File: src/rtl/incr_or_pkg.sv
// Constants and types for the increment and OR-literal execute unit
package incr_or_pkg;

	// ==========================================================
	// Instruction word fields
	localparam int          INSTR_W   = 14;
	localparam int          DATA_W    = 8;
	localparam int          ADDR_W    = 7;
	localparam int          OP_MSB    = 13;
	localparam int          OP_LSB    = 8;
	localparam int          DEST_BIT  = 7;
	localparam int          ADDR_MSB  = 6;
	localparam int          LIT_MSB   = 7;

	// ==========================================================
	// Opcodes in bits 13:8
	localparam logic [5:0]  OP_INC_SKIP = 6'h0F;
	localparam logic [5:0]  OP_INC      = 6'h0A;
	localparam logic [5:0]  OP_OR_LIT   = 6'h38;

	// ==========================================================
	// Destination encoding and reset values
	localparam logic        DEST_W      = 1'h0;
	localparam logic        DEST_F      = 1'h1;
	localparam logic [7:0]  W_RESET     = 8'h00;
	localparam logic        Z_RESET     = 1'h0;
	localparam logic [7:0]  ONE         = 8'h01;
	localparam logic [7:0]  ZERO_BYTE   = 8'h00;

	// ==========================================================
	// ALU selections and sequencer states
	typedef enum logic [1:0] {
		alu_inc  = 2'h0,
		alu_or   = 2'h1,
		alu_pass = 2'h2
	} alu_op_e;

	typedef enum logic [0:0] {
		st_execute = 1'h0,
		st_discard = 1'h1
	} exec_state_e;

endpackage : incr_or_pkg

File: src/rtl/exec_alu.sv
// Eight-bit increment / OR datapath with zero detect
`timescale 1ns/100ps
`default_nettype none

module exec_alu
	import incr_or_pkg::*;
(
	// Operation select
	input  wire alu_op_e          op,
	// Operands
	input  wire logic [DATA_W-1:0] file_val,
	input  wire logic [DATA_W-1:0] work_val,
	input  wire logic [DATA_W-1:0] literal,
	// Result
	output logic      [DATA_W-1:0] result,
	output logic                   is_zero
);

	// ==========================================================
	// Datapath
	always_comb begin
		case (op)
			// The carry out is dropped, so 0xFF wraps to 0x00
			alu_inc: result = file_val + ONE; // [RULE2] [RULE5]
			alu_or:  result = work_val | literal; // [RULE7]
			default: result = file_val;
		endcase
		is_zero = (result == ZERO_BYTE);
	end

endmodule : exec_alu

`default_nettype wire

File: src/rtl/incr_or_exec.sv
// Execute unit for increment-skip, increment and OR-literal instructions
`timescale 1ns/100ps
`default_nettype none

// Behaviour
// [RULE1] Opcode 00 1111 with dest bit and 7-bit address is increment-skip-if-zero.
// [RULE2] Increments add one to file f; dest 0 writes W, dest 1 writes f.
// [RULE3] Increment-skip with zero result discards the already fetched next instruction.
// [RULE4] Increment-skip takes one cycle, or two with a no-operation when skipping.
// [RULE5] Opcode 00 1010 increments modulo 256, sets zero flag from result, never skips.
// [RULE6] Opcode 11 1000 with 8-bit literal is OR-literal, one cycle, one word.
// [RULE7] OR-literal ORs W with literal, writes W only, updates zero flag.
// [RULE8] Increment-skip leaves every status flag, zero included, unchanged.
module incr_or_exec
	import incr_or_pkg::*;
(
	// Clock, reset, enable
	input  wire logic               mclk,
	input  wire logic               rstn,
	input  wire logic               ce,
	// Fetched instruction and its file operand, same clock domain
	input  wire logic               instr_valid,
	input  wire logic [INSTR_W-1:0] instr,
	input  wire logic [DATA_W-1:0]  file_rdata,
	// Register file write port
	output logic                    file_we,
	output logic      [ADDR_W-1:0]  file_addr,
	output logic      [DATA_W-1:0]  file_wdata,
	// Core state
	output logic      [DATA_W-1:0]  work,
	output logic                    zero,
	// Per-slot outcome pulses
	output logic                    retired,
	output logic                    discarded
);

	// ==========================================================
	// Decode
	exec_state_e       state;
	exec_state_e       next_state;
	logic [5:0]        opcode;
	logic              dest;
	logic [ADDR_W-1:0] addr;
	logic [DATA_W-1:0] literal;
	logic              slot;
	logic              go;
	logic              is_inc_skip;
	logic              is_inc;
	logic              is_or_lit;
	logic              known;
	alu_op_e           alu_sel;
	logic [DATA_W-1:0] result;
	logic              res_zero;
	logic              skip_now;

	assign opcode  = instr[OP_MSB:OP_LSB];
	assign dest    = instr[DEST_BIT];
	assign addr    = instr[ADDR_MSB:0];
	assign literal = instr[LIT_MSB:0];

	// A slot is one accepted instruction word; ce low freezes everything
	assign slot = ce && instr_valid;
	assign go   = slot && (state == st_execute);

	assign is_inc_skip = (opcode == OP_INC_SKIP); // [RULE1]
	assign is_inc      = (opcode == OP_INC); // [RULE5]
	assign is_or_lit   = (opcode == OP_OR_LIT); // [RULE6]
	assign known       = is_inc_skip || is_inc || is_or_lit;

	always_comb begin
		if (is_or_lit) begin
			alu_sel = alu_or;
		end else if (is_inc_skip || is_inc) begin
			alu_sel = alu_inc;
		end else begin
			alu_sel = alu_pass;
		end
	end

	exec_alu u_alu (
		.op       (alu_sel),
		.file_val (file_rdata),
		.work_val (work),
		.literal  (literal),
		.result   (result),
		.is_zero  (res_zero)
	);

	// Only increment-skip may skip; plain increment never does
	assign skip_now = go && is_inc_skip && res_zero; // [RULE3] [RULE5]

	// ==========================================================
	// Skip sequencer
	always_comb begin
		case (state)
			st_execute: next_state = skip_now ? st_discard : st_execute; // [RULE3]
			// The discarded slot runs as a no-operation, then normal flow
			st_discard: next_state = slot ? st_execute : st_discard; // [RULE4]
			default:    next_state = st_execute;
		endcase
	end

	always_ff @(posedge mclk) begin
		if (!rstn) begin
			state <= st_execute;
		end else if (ce) begin
			state <= next_state;
		end
	end

	// ==========================================================
	// Working register
	always_ff @(posedge mclk) begin
		if (!rstn) begin
			work <= W_RESET;
		end else if (go) begin
			if (is_or_lit) begin
				work <= result; // [RULE7]
			end else if ((is_inc_skip || is_inc) && dest == DEST_W) begin
				work <= result; // [RULE2]
			end
		end
	end

	// ==========================================================
	// File register write port
	// Address and data are held after the strobe so the file can sample late
	always_ff @(posedge mclk) begin
		if (!rstn) begin
			file_we    <= 1'h0;
			file_addr  <= '0;
			file_wdata <= ZERO_BYTE;
		end else if (ce) begin
			file_we <= go && (is_inc_skip || is_inc) && dest == DEST_F; // [RULE2]
			if (go && (is_inc_skip || is_inc)) begin
				file_addr  <= addr;
				file_wdata <= result;
			end
		end
	end

	// ==========================================================
	// Zero flag: increment-skip does not touch it
	always_ff @(posedge mclk) begin
		if (!rstn) begin
			zero <= Z_RESET;
		end else if (go && (is_inc || is_or_lit)) begin
			zero <= res_zero; // [RULE5] [RULE7] [RULE8]
		end
	end

	// ==========================================================
	// Slot outcome pulses
	// Opcodes outside this unit are left to other execute logic and are not retired
	always_ff @(posedge mclk) begin
		if (!rstn) begin
			retired   <= 1'h0;
			discarded <= 1'h0;
		end else if (ce) begin
			retired   <= go && known; // [RULE4] [RULE6]
			discarded <= slot && (state == st_discard); // [RULE3]
		end
	end
endmodule : incr_or_exec

`default_nettype wire

File: config.mk
export PLATFORM = sky130hd
export DESIGN_NAME = incr_or_exec
export DESIGN_NICKNAME = d
export VERILOG_FILES = /design/src/rtl/incr_or_pkg.sv /design/src/rtl/exec_alu.sv /design/src/rtl/incr_or_exec.sv
export SDC_FILE = /design/constraint.sdc
export NUM_CORES = 1
export LEC_CHECK = 0
export ABC_CLOCK_PERIOD_IN_PS = 2450
export BUFFER_PORTS_ARGS = -buffer_cell sky130_fd_sc_hd__buf_2
export CELL_PAD_IN_SITES_DETAIL_PLACEMENT = 1
export CELL_PAD_IN_SITES_GLOBAL_PLACEMENT = 2
export CORE_MARGIN = 2
export CORE_UTILIZATION = 24
export CTS_CLUSTER_SIZE = 20
export DETAILED_ROUTE_END_ITERATION = 7
export PLACE_DENSITY = 0.8
export SETUP_SLACK_MARGIN = 0.4
export SLEW_MARGIN = 40
export SYNTH_ARGS = -nofsm -noshare
export SYNTH_HDL_FRONTEND = slang
export SYNTH_SLANG_ARGS = --single-unit
export TNS_END_PERCENT = 30
File: constraint.sdc
create_clock -name mclk -period 2.45 [get_ports mclk]
set_clock_uncertainty 0.05 [all_clocks]
set_input_delay 0.3675 -clock mclk [delete_from_list [all_inputs] [get_ports mclk]]
set_output_delay 0.3675 -clock mclk [all_outputs]
set_load 0.02 [all_outputs]
* Word level (Yosys, flattened, before mapping) *
Cells that the tools add are included.

storage, ports and cells
  output and inout bits = 27
  register bits = 28
  input bits = 26
  word-level logic and storage cells = 42

operators by class
  reductions and logical operators = 18
  eq/ne operators = 4
  multiplexer cells = 8
  add/sub/neg operators = 1
  bitwise gates (word level) = 3

operator list
  operator             count
  $mux 8               2
  $pmux 8 s2           1
  $eq 6x4->1 const B   2
  $logic_and 1x1->1    10
  $add 8x1->8 const B  1
  $logic_not 8->1      1
  $or 8x8->8           1
  $eq 6x6->1 const B   1
  $mux 2               2
  $reduce_and 2->1     2
  $logic_or 1x1->1     3
  $eq 2x1->1 const B   1
  $logic_not 2->1      1
  $mux 1               2
  $not 1->1            2
  $pmux 1 s2           1
  $reduce_bool 2->1    1

* Depth between registers and ports, before layout *
Gate-level depths: netlist of the first run.

  depth after elaboration = 10
  depth in mapped cells = 8

* Hierarchy *
Synthesis of the first run repeated with hierarchy kept, for this count alone.

second synthesis, totals
  cells, all modules = 174
  area total of the unflattened synthesis = 1570.3 µm²

by module, submodules not included
  module        area an instance (µm²)  cells each  instances
  incr_or_exec  1196.1                  119         1
  exec_alu      374.1                   55          1

* Least setup slack after synthesis of the first run *
Ideal clock, no wire load.

  kind = input to register
  start point = in instr[12]
  end point = reg zero
  required time = 2.304 ns
  cell stages on the path = 7
  slack = -0.015 ns
  data arrival time = 2.320 ns
  setup time = 0.096 ns
  cells stage by stage = and4bb_2 and2_4 buf_6 o311a_1 a211o_1 or4b_4 o41ai_2

on the way
  word-level cells in the longest chain between the ends = 7

RTL lines
  what                                                  RTL line                                text
  from (decl)                                           incr_or_exec.sv:23                      input wire logic [INSTR_W-1:0] instr,
  $eq 6x4->1, on equally long branches                  incr_or_exec.sv:65, incr_or_exec.sv:66
  $logic_or 1x1->1                                      incr_or_exec.sv:73                      end else if (is_inc_skip || is_inc) begin
  $mux 2                                                incr_or_exec.sv:73
  $mux 2                                                incr_or_exec.sv:71                      if (is_or_lit) begin
  $eq 2x1->1 / $logic_not 2->1 (equally long branches)  exec_alu.sv:22                          case (op)
  $pmux 8 s2                                            exec_alu.sv:22
  $logic_not 8->1                                       exec_alu.sv:28                          is_zero = (result == ZERO_BYTE);
  to (signal assigned)                                  incr_or_exec.sv:148                     zero <= res_zero;
  to (decl)                                             incr_or_exec.sv:31                      output logic zero,

Several ways; a longest one is shown, not always the timed one.
A chain may end at the register's enable or synchronous reset.

* Worst setup path after layout of the first run *
  start point = in instr[13]
  end point = reg state

on the way
  word-level cells in the longest chain between the ends = 10

RTL lines
  what                                                  RTL line                                text
  $eq 6x4->1, on equally long branches                  incr_or_exec.sv:65, incr_or_exec.sv:66
  $logic_or 1x1->1                                      incr_or_exec.sv:73
  $mux 2                                                incr_or_exec.sv:73
  $mux 2                                                incr_or_exec.sv:71
  $eq 2x1->1 / $logic_not 2->1 (equally long branches)  exec_alu.sv:22
  $pmux 8 s2                                            exec_alu.sv:22
  $logic_not 8->1                                       exec_alu.sv:28
  $logic_and 1x1->1 *                                   incr_or_exec.sv:90                      assign skip_now = go && is_inc_skip && res_zero;
  $mux 1 *                                              incr_or_exec.sv:96                      st_execute: next_state = skip_now ? st_discard : st_execute;
  $pmux 1 s2 *                                          incr_or_exec.sv:95                      case (state)
  to (signal assigned)                                  incr_or_exec.sv:105                     state <= st_execute;
  to (signal assigned)                                  incr_or_exec.sv:107                     state <= next_state;
  to (decl)                                             incr_or_exec.sv:39                      exec_state_e state;

Mark *: on every way between the ends. The rest lies on a longest branch, timed or not.

==> out/results.ini, run 1 <==
[worst_setup_path]
crit_type = input pin to flop
r2r-end = state$_SDFFE_PN0P_
start_kind = input pin
slowest_stage = or4b_4
cp_num_buf_inv = 1
crit-reg2reg-launch = work[1]$_SDFFE_PN0P_
max_stage_delay_ns = 0.52
worstPathRequired_ns = 2.60
crit_chain = buf_2 -> and4bb_2 -> and2_4 -> o311a_4 -> a211o_1 -> or4b_4 -> o31ai_2
critPathArrivalTime_ns = 2.25
crit_fanout = 7
reg2reg_setup_slack_ns = 0.51
worstSetupEndpointType = flop
worst_r2r_path_depth = 6
critical_path.top_delay_family = simple AND/OR/NAND/NOR gates

[sta]
slew_headroom_pct = 69.1
slew_viol_final = 0
setup_ws_ns = 0.341
fin_crit_sh_pct = 86.1
period_minus_slack_ns = 2.11
finalSetupTns_ns = 0
finalSetupViolations = 0
tightestPinTransition_ns = 0.462
max_freq_mhz = 474
hold_viol = 0
rsz0062_at_grt = yes

[global_route]
grt_use_total_pct = 14.0
grt_max_degree = 17
grt_pass1_vias = 1438
grt_overflow = 0
grt_pass1_wl_um = 7160
antenna_found_initial = 0

[final_layout]
register_area_um2 = 561
drive_gt1_share_pct = 35.7
final_cell_mix = buf_2 (52), nand2_1 (34), dfxtp_1 (28), buf_4 (14), a21boi_0 (12)
fillers = 718
syn_to_final_growth_pct = 35.0
multiInputGateArea_um2 = 860
nNetsFinal = 258
postLayoutCoreUtil_pct = 33.2
n_antenna_cell = 0
layout_commonest_cell = buf_2
final_area_mm2 = 0.00194
stdcell_count = 305

[placed_design]
dpl_cell_area_mm2 = 0.00185
dp.cells = 301
dp_hpwl_um = 3580
place_congestion = 0.813
port_buffers = 52
place_ws_ns = -0.119

[power_and_ir_drop]
p_leak_nw = 0.884
cellPowerDensity_mw_per_mm2 = 444
comb_power_share_pct = 13.3
power_switching_mw = 0.208
p_sw_share_pct = 24.1
pwr-share-clk_pct = 33.4
seqPwrFrac_pct = 53.2
p_int_mw = 0.654
ir_worst_vdd_mv = 0.359

[clocking]
hold_buffers = 0
numCtsBuffers = 3
cts.sinks = 28
insertion_delay_ns = 0.27
h-tree-depth = 1
clockBufferDepth = 2
postCtsSetupRepairBufs = 0
cts_tree = yes
ctsRootBufferMaster = clkbuf_8
path_clk_slew_ns = 0.10

[yosys]
ys_types = 39
syn-cell-area_mm2 = 0.00144
synth_nets = 197
synth_seq_cells = 28
synth_area_per_cell_um2 = 8.46
syn_inst = 170
ys_seq_area_share_pct = 39.0
yosysWarnings = 0

[routing]
dr.pass1.iters = 4
vias_per_cell = 4.77
postRouteAntennaNets = 0
drt_iter0_drc = 54
totalWireLength_um = 4480
drc = 0
dr_total_vias = 1455
wl_per_cell_um = 14.7

[die]
start_util_pct = 24.6
rows = 28
core-area_mm2 = 0.00585
die_w_um = 81.4
die_h_um = 81.4
io_pins = 53
dieArea_mm2 = 0.00663

[hold_path]
hp-start = instr[5]
min_path_type = input pin to flop
holdPathStages = 3
hold_end = file_addr[5]$_SDFFE_PN0P_

[run_status]
status = complete, no violations

[flow_run]
maxCapViolCount = 0

power groups by stage:
stage	Sequential [mW]	Combinational, mW	Clock, mW
3_3_place_gp	0.469	0.110	0
4_1_cts	0.459	0.114	0.298
5_1_grt	0.459	0.127	0.315
2_1_floorplan	0.472	0.0498	0
3_5_place_dp	0.469	0.111	0
6_report	0.459	0.115	0.288
cell type report:
class / instances / share of cell area (%)
sequential: 28 / 28.9
clock buffer: 4 / 2.84
timing repair buffer: 66 / 18.8
tap: 75 / 4.83
multi-input combinational: 130 / 44.3
inverter: 2 / 0.387
worst register-to-register path, stage by stage, from the launching register on:
cell	delay (ns)
dfxtp_1	0.34
nor2_1	0.18
nand3_1	0.13
o311a_4	0.15
a211o_1	0.23
or4b_4	0.52
o31ai_2	0.26
stage by stage:
stage | total power, mW | hold WS [ns]
2_1_floorplan | 0.522 | 0.417
3_3_place_gp | 0.579 | 0.401
3_5_place_dp | 0.581 | 0.407
4_1_cts | 0.871 | 0.294
5_1_grt | 0.900 | 0.307
6_report | 0.862 | 0.293
state kept, by name (all words and copies together), names as in the netlist:
register	flops
zero	1
file_we	1
state	1
discarded	1
retired	1
file_addr	7
file_wdata	8
work	8
cells in the mapped netlist (all sizes together):
cell    instances  area, um2
or2             1       6.26
ha              1       12.5
and4bb          1       12.5
nand2b          1       6.26
o211a           8       80.1
nor3            1       5.00
dfxtp          28        561
o41ai           1       16.3
o21a            2       15.0
o31ai           1       7.51
o211ai          1       7.51
or4b            1       13.8
nand2          35        131
mux2i           5       50.1
clkbuf          9       33.8
xor2            1       8.76
nor2            9       33.8
a211o           1       8.76
inv             2       7.51
o32ai           3       26.3
nand3           8       40.0
and3            1       6.26
nand3b          1       7.51
nor3b           2       15.0
buf             1       11.3
nand4b          1       8.76
mux2            2       22.5
o311a           1       10.0
nand4           3       18.8
and2            4       27.5
a21boi         12       90.1
xnor2           2       17.5
and3b           1       8.76
o22ai           3       18.8
o32a            1       10.0
a21oi           7       35.0
nor2b           6       37.5
o21ai           2       10.0
timing repair:
| item | 4_1_cts | 5_1_grt |
|---|---|---|
| setup endpoints to repair | 2 | 2 |
| pin swaps | 1 | 1 |
| gates resized for setup | 2 | 4 |
| endpoints found under the hold margin | 0 | 0 |
worst max-delay path by stage:
stage / from / end / slack (ns) / depth (start not counted)
2_1_floorplan: instr[13] / zero$_SDFFE_PN0P_ / 0.15 / 7
3_3_place_gp: instr[8] / zero$_SDFFE_PN0P_ / 0.06 / 8
3_5_place_dp: instr[8] / zero$_SDFFE_PN0P_ / -0.12 / 8
4_1_cts: instr[13] / zero$_SDFFE_PN0P_ / 0.29 / 7
5_1_grt: instr[13] / state$_SDFFE_PN0P_ / 0.31 / 7
6_report: instr[13] / state$_SDFFE_PN0P_ / 0.34 / 7
metal layers:
metal | vias to the layer above | part of all wire [%] | global-route usage (%)
li1 | 724 | - | -
met1 | 699 | 46 | 18.0
met2 | 30 | 49 | 25.0
met3 | 2 | 4.4 | 3.08
met4 | 0 | 0.27 | 1.02
met5 | - | 0 | 0
kinds of logic (layout without fill, tap and decap cells):
group | count (synthesis) | after routing | synth area share [%]
simple gates | 76 | 76 | 26.3
compound gates | 43 | 43 | 23.3
flops | 28 | 28 | 39.0
buf+inv | 12 | 72 | 3.65
mux | 7 | 7 | 5.04
xor+xnor | 3 | 3 | 1.83
fa+ha+maj | 1 | 1 | 0.869
Power figures use the tool's default switching activity.
==> inputs of run 2 (changes only) <==
--- a/config.mk
+++ b/config.mk
@@ -5,16 +5,16 @@
 export SDC_FILE = /design/constraint.sdc
 export NUM_CORES = 1
 export LEC_CHECK = 0
-export ABC_CLOCK_PERIOD_IN_PS = 2450
+export ABC_CLOCK_PERIOD_IN_PS = 2100
 export BUFFER_PORTS_ARGS = -buffer_cell sky130_fd_sc_hd__buf_2
 export CELL_PAD_IN_SITES_DETAIL_PLACEMENT = 1
 export CELL_PAD_IN_SITES_GLOBAL_PLACEMENT = 2
 export CORE_MARGIN = 2
-export CORE_UTILIZATION = 24
+export CORE_UTILIZATION = 27
 export CTS_CLUSTER_SIZE = 20
 export DETAILED_ROUTE_END_ITERATION = 7
-export PLACE_DENSITY = 0.8
-export SETUP_SLACK_MARGIN = 0.4
+export PLACE_DENSITY = 0.85
+export RECOVER_POWER = 100
 export SLEW_MARGIN = 40
 export SYNTH_ARGS = -nofsm -noshare
 export SYNTH_HDL_FRONTEND = slang
==> constraint.sdc (replaced) <==
create_clock -name mclk -period 2.1 [get_ports mclk]
set_clock_uncertainty 0.05 [all_clocks]
set_input_delay 0.315 -clock mclk [delete_from_list [all_inputs] [get_ports mclk]]
set_output_delay 0.315 -clock mclk [all_outputs]
set_load 0.02 [all_outputs]
==> out/results.ini, run 2 (synthesis gave the netlist of run 1 again) <==
[global_route]
grt_use_met1_pct = 19.5  ; +1.5 points
grt_pass1_vias = 1567  ; +9.0%
grt_overflow = 0  ; unchanged
antenna_found_initial = 0  ; unchanged
grtUsageMet2_pct = 29.0  ; +4.0 points
met3_usage_pct = 3.29  ; +0.22 points
grt_use_total_pct = 16.0  ; +2.0 points
grt_pass1_wl_um = 7650  ; +6.9%
grt_max_degree = 18  ; +1
grt.busiest_layer = met2

[clocking]
ctsRootBufferMaster = clkbuf_8
cts.sinks = 28  ; unchanged
path_clk_slew_ns = 0.09  ; about the same
cts_tree = yes
clockBufferDepth = 2  ; unchanged
insertion_delay_ns = 0.28  ; about the same
numCtsBuffers = 3  ; unchanged
h-tree-depth = 1  ; unchanged
hold_buffers = 0  ; unchanged
postCtsSetupRepairBufs = 0  ; unchanged

[worst_setup_path]
crit-reg2reg-launch = work[1]$_SDFFE_PN0P_
worstPathRequired_ns = 2.25  ; -0.35 ns
crit_type = input pin to flop
crit_path_end = state$_SDFFE_PN0P_
reg2reg_setup_slack_ns = 0.28  ; -0.23 ns
worstSetupEndpointType = flop
crit_fanout = 4  ; -3
start_kind = input pin
critPathArrivalTime_ns = 2.14  ; -0.11 ns
worst_r2r_path_depth = 6  ; unchanged
r2r-end = state$_SDFFE_PN0P_
critPathLaunch = instr[11]

[die]
die_w_um = 77  ; -5.4%
dieArea_mm2 = 0.00593  ; -11%
start_util_pct = 28.0  ; +3.4 points
io_pins = 53  ; unchanged
die_h_um = 77  ; -5.4%
core-area_mm2 = 0.00514  ; -12%
rows = 26  ; -7.1%

[final_layout]
syn_to_final_growth_pct = 38.5
reg.largest.list = file_wdata (8), work (8), file_addr (7)
final_cell_mix = nand2_1 (35), clkbuf_1 (29), dfxtp_1 (28), buf_2 (24), buf_4 (24)
nNetsFinal = 274  ; +6.2%
drive_gt1_share_pct = 27.2  ; -8.4 points
layout_commonest_cell = nand2_1
n_antenna_cell = 0  ; unchanged
postLayoutCoreUtil_pct = 38.8  ; +5.6 points
fillers = 665  ; -7.4%

[routing]
dr.pass1.iters = 4  ; unchanged
wl_per_cell_um = 14.3  ; -2.7%
vias_per_cell = 4.76  ; -0.30%
totalWireLength_um = 4520  ; +0.80%
postRouteAntennaNets = 0  ; unchanged
drt_iter0_drc = 61  ; +13%
dr_total_vias = 1503  ; +3.3%
drc = 0  ; unchanged

[hold_path]
min_path_type = input pin to flop
holdPathStages = 3  ; unchanged

[placed_design]
place_ws_ns = -0.250  ; -0.131 ns
port_buffers = 52  ; unchanged
place_congestion = 0.785  ; -3.4%
dp_hpwl_um = 3690  ; +3.0%

[power_and_ir_drop]
p_leak_nw = 0.831  ; -6.0%
ir_worst_vdd_mv = 0.275  ; -23%
cellPowerDensity_mw_per_mm2 = 510  ; +15%
total_power_mw = 1.02  ; +18%

[sta]
max_freq_mhz = 503
setup_ws_ns = 0.111  ; -0.230 ns
rsz0062_at_grt = no
hold_viol = 0  ; unchanged
tightestPinTransition_ns = 0.614  ; +0.152 ns
finalSetupViolations = 0  ; unchanged
fin_crit_sh_pct = 94.7
slew_headroom_pct = 59.1  ; -10 points
period_minus_slack_ns = 1.99
slew_viol_final = 0  ; unchanged

[run_status]
status = complete, no violations

[flow_run]
maxCapViolCount = 0  ; unchanged

==> run 2: report_power, final <==
group / total, mW / switching, mW / internal, mW / leakage [nW]
combinational: 0.145 / 0.0748 / 0.0700 / 0.577
sequential: 0.535 / 0.00174 / 0.533 / 0.226
clock: 0.337 / 0.169 / 0.168 / 0.0288
total: 1.02 / 0.246 / 0.771 / 0.831
==> run 2: area by class of cell <==
cell class                      count  area, um2  area share (%)
Sequential cell                    28        561            28.1
Clock buffer                        4       55.1            2.76
Tap cell                           70       87.6            4.39
Timing Repair Buffer               82        442            22.2
Multi-Input combinational cell    130        841            42.2
Inverter                            2       7.51           0.377
==> run 2: how the worst min path moves through the flow <==
stage	startpoint	to
after CTS	instr[0]	file_addr[0]$_SDFFE_PN0P_
after detailed placement	file_addr[6]$_SDFFE_PN0P_	file_addr[6]$_SDFFE_PN0P_
final	instr[0]	file_addr[0]$_SDFFE_PN0P_
after floorplan	instr[6]	file_addr[6]$_SDFFE_PN0P_
after global routing	instr[2]	file_addr[2]$_SDFFE_PN0P_
after global placement	file_wdata[4]$_SDFFE_PN0P_	file_wdata[4]$_SDFFE_PN0P_
==> run 2: metrics by stage <==
stage               hold WS [ns]  cells  instance area, um2  setup TNS [ns]
floorplan                  0.410    170                1440          -0.242
global placement           0.400    312                1970          -0.375
detailed placement         0.408    312                1970          -0.995
CTS                        0.239    316                2020               0
global route               0.258    316                1990               0
finish                     0.250    316                1990               0
==> run 2: worst max-delay path, stage by stage <==
cell and delay (ns):
buf_2 0.10, nor3b_1 0.13, buf_4 0.13, and2_1 0.15
o311a_1 0.35, a211o_1 0.23, or4b_4 0.49, o31ai_1 0.24
==> run 2: repair_timing <==
item | in CTS | in global routing
hold endpoints to repair | 0 | 0
gates resized for setup | 0 | 3
endpoints found under the setup margin | 0 | 2
==> run 2: layer usage <==
metal	vias up	wire (um)
met3	5	194
li1	760	-
met5	-	0
met4	0	33
met1	707	2040
met2	31	2250
==> inputs of run 3 (changes only) <==
==> constraint.sdc (replaced) <==
create_clock -name mclk -period 2.1 [get_ports mclk]
set_clock_uncertainty 0.05 [all_clocks]
set_input_delay 0.21 -clock mclk [delete_from_list [all_inputs] [get_ports mclk]]
set_output_delay 0.21 -clock mclk [all_outputs]
set_load 0.02 [all_outputs]
==> out/results.ini, run 3 (synthesis gave the netlist of run 1 again) <==
[sta]
tightestPinTransition_ns = 0.635  ; +0.0212 ns
finalSetupViolations = 0  ; unchanged
slew_viol_final = 0  ; unchanged
slew_headroom_pct = 57.6  ; -1.4 points
hold_slack_ns = 0.146  ; -0.104 ns
hold_viol = 0  ; unchanged
fin_crit_sh_pct = 93.7  ; -1.0 points
rsz0062_at_grt = no
max_freq_mhz = 508  ; +1.1%
period_minus_slack_ns = 1.97  ; -0.0213 ns

[clocking]
h-tree-depth = 1  ; unchanged
ctsRootBufferMaster = clkbuf_8
cts_tree = yes
clockBufferDepth = 2  ; unchanged
cts.sinks = 28  ; unchanged
hold_buffers = 0  ; unchanged
cts_resized = 0  ; unchanged
numCtsBuffers = 3  ; unchanged
insertion_delay_ns = 0.27  ; about the same
path_clk_slew_ns = 0.09  ; about the same
postCtsSetupRepairBufs = 0  ; unchanged

[hold_path]
hp-start = instr[6]
min_path_type = input pin to flop

[die]
die_h_um = 77  ; unchanged
die_w_um = 77  ; unchanged
dieArea_mm2 = 0.00593  ; unchanged
core-area_mm2 = 0.00514  ; unchanged
rows = 26  ; unchanged
io_pins = 53  ; unchanged
start_util_pct = 28.0  ; unchanged

[global_route]
met3_usage_pct = 4.00  ; +0.71 points
antenna_found_initial = 0  ; unchanged
grt_pass1_wl_um = 7400  ; -3.3%
grt_use_met1_pct = 18.8  ; -0.76 points
grt_max_degree = 18  ; unchanged
grtUsageMet2_pct = 27.1  ; -1.9 points
grt_overflow = 0  ; unchanged
grt.busiest_layer = met2
grt_pass1_vias = 1545  ; -1.4%
grt_use_total_pct = 15.1  ; -0.88 points

[placed_design]
place_congestion = 0.817  ; +4.0%
port_buffers = 52  ; unchanged
dp_hpwl_um = 3510  ; -5.1%

[worst_setup_path]
reg2reg_setup_slack_ns = 0.26  ; -0.02 ns
crit-reg2reg-launch = work[1]$_SDFFE_PN0P_
cp_num_buf_inv = 2  ; unchanged
crit_type = input pin to flop
crit_fanout = 4  ; unchanged
slowest_stage = or4b_4
worst_r2r_path_depth = 6  ; unchanged
worstSetupEndpointType = flop
crit_path_end = zero$_SDFFE_PN0P_
critPathArrivalTime_ns = 2.10  ; -0.04 ns
critical_path.top_delay_family = simple AND/OR/NAND/NOR gates
start_kind = input pin
worstPathRequired_ns = 2.23  ; -0.02 ns
max_stage_delay_ns = 0.49  ; about the same
critPathLaunch = instr[8]
crit_chain = buf_2 -> nor3b_1 -> buf_4 -> and2_1 -> nor2_1 -> a211o_1 -> or4b_4 -> o41ai_2
r2r-end = zero$_SDFFE_PN0P_
crit_cells = 8  ; unchanged

[routing]
dr_total_vias = 1476  ; -1.8%
dr.pass1.iters = 4  ; unchanged
vias_per_cell = 4.76  ; +0.10%
drt_iter0_drc = 48  ; -21%
drc = 0  ; unchanged
wl_per_cell_um = 14.1  ; -1.6%
postRouteAntennaNets = 0  ; unchanged
totalWireLength_um = 4360  ; -3.5%

[power_and_ir_drop]
total_power_mw = 0.961  ; -5.5%
p_leak_nw = 0.779  ; -6.3%
cellPowerDensity_mw_per_mm2 = 501  ; -1.8%
ir_worst_vdd_mv = 0.413  ; +50%

[final_layout]
nNetsFinal = 269  ; -1.8%
n_antenna_cell = 0  ; unchanged
reg.largest.list = file_wdata (8), work (8), file_addr (7)
drive_gt1_share_pct = 22.5  ; -4.7 points
final_cell_mix = nand2_1 (35), clkbuf_1 (33), dfxtp_1 (28), buf_2 (23), buf_4 (19)
syn_to_final_growth_pct = 33.2
layout_commonest_cell = nand2_1

[flow_run]
maxCapViolCount = 0  ; unchanged

[run_status]
status = complete, no violations

==> run 3: how the worst min path moves through the flow <==
stage	end	slack, ns	depth (start not counted)
2_1_floorplan	file_addr[6]$_SDFFE_PN0P_	0.30	2
3_3_place_gp	file_wdata[7]$_SDFFE_PN0P_	0.40	2
3_5_place_dp	file_wdata[1]$_SDFFE_PN0P_	0.41	2
4_1_cts	file_addr[6]$_SDFFE_PN0P_	0.14	3
5_1_grt	file_addr[5]$_SDFFE_PN0P_	0.16	3
6_report	file_addr[6]$_SDFFE_PN0P_	0.15	3
==> run 3: routing by layer <==
| layer | routed length, um | vias to the layer above |
|---|---|---|
| met4 | 12 | 0 |
| met3 | 221 | 2 |
| met2 | 2150 | 39 |
| met1 | 1980 | 691 |
| met5 | 0 | - |
| li1 | - | 744 |
==> run 3: cell type report <==
type / instances / area (um2)
fill: 671 / 3220
sequential: 28 / 561
timing repair buffer: 77 / 394
multi-input combinational: 130 / 826
clock buffer: 3 / 41.3
inverter: 2 / 7.51
tap: 70 / 87.6
==> run 3: power breakdown <==
part	switching [mW]	internal (mW)	total, mW	leakage, nW
clock	0.163	0.129	0.292	0.0216
sequential	0.00168	0.533	0.535	0.226
combinational	0.0711	0.0631	0.134	0.531
==> run 3: per-stage QoR <==
| step | setup TNS (ns) | worst slack [ns] | std cells | area, um2 | util, % |
|---|---|---|---|---|---|
| 2_1_floorplan | -0.0377 | -0.0377 | 170 | 1440 | - |
| 3_3_place_gp | -0.128 | -0.0823 | 307 | 1930 | 37.5 |
| 3_5_place_dp | -0.257 | -0.151 | 307 | 1930 | 37.5 |
| 4_1_cts | 0 | 0.121 | 310 | 1970 | 38.3 |
| 5_1_grt | 0 | 0.00714 | 310 | 1920 | 37.3 |
| 6_report | 0 | 0.133 | 310 | 1920 | 37.3 |
==> run 3: tightest hold or removal path, delay by kind of cell <==
kind | cells | cell delay, ns
AOI/OAI and AO/OA | 1 | 0.06
and+or+nand+nor | 1 | 0.05
buffers and inverters | 1 | 0.11
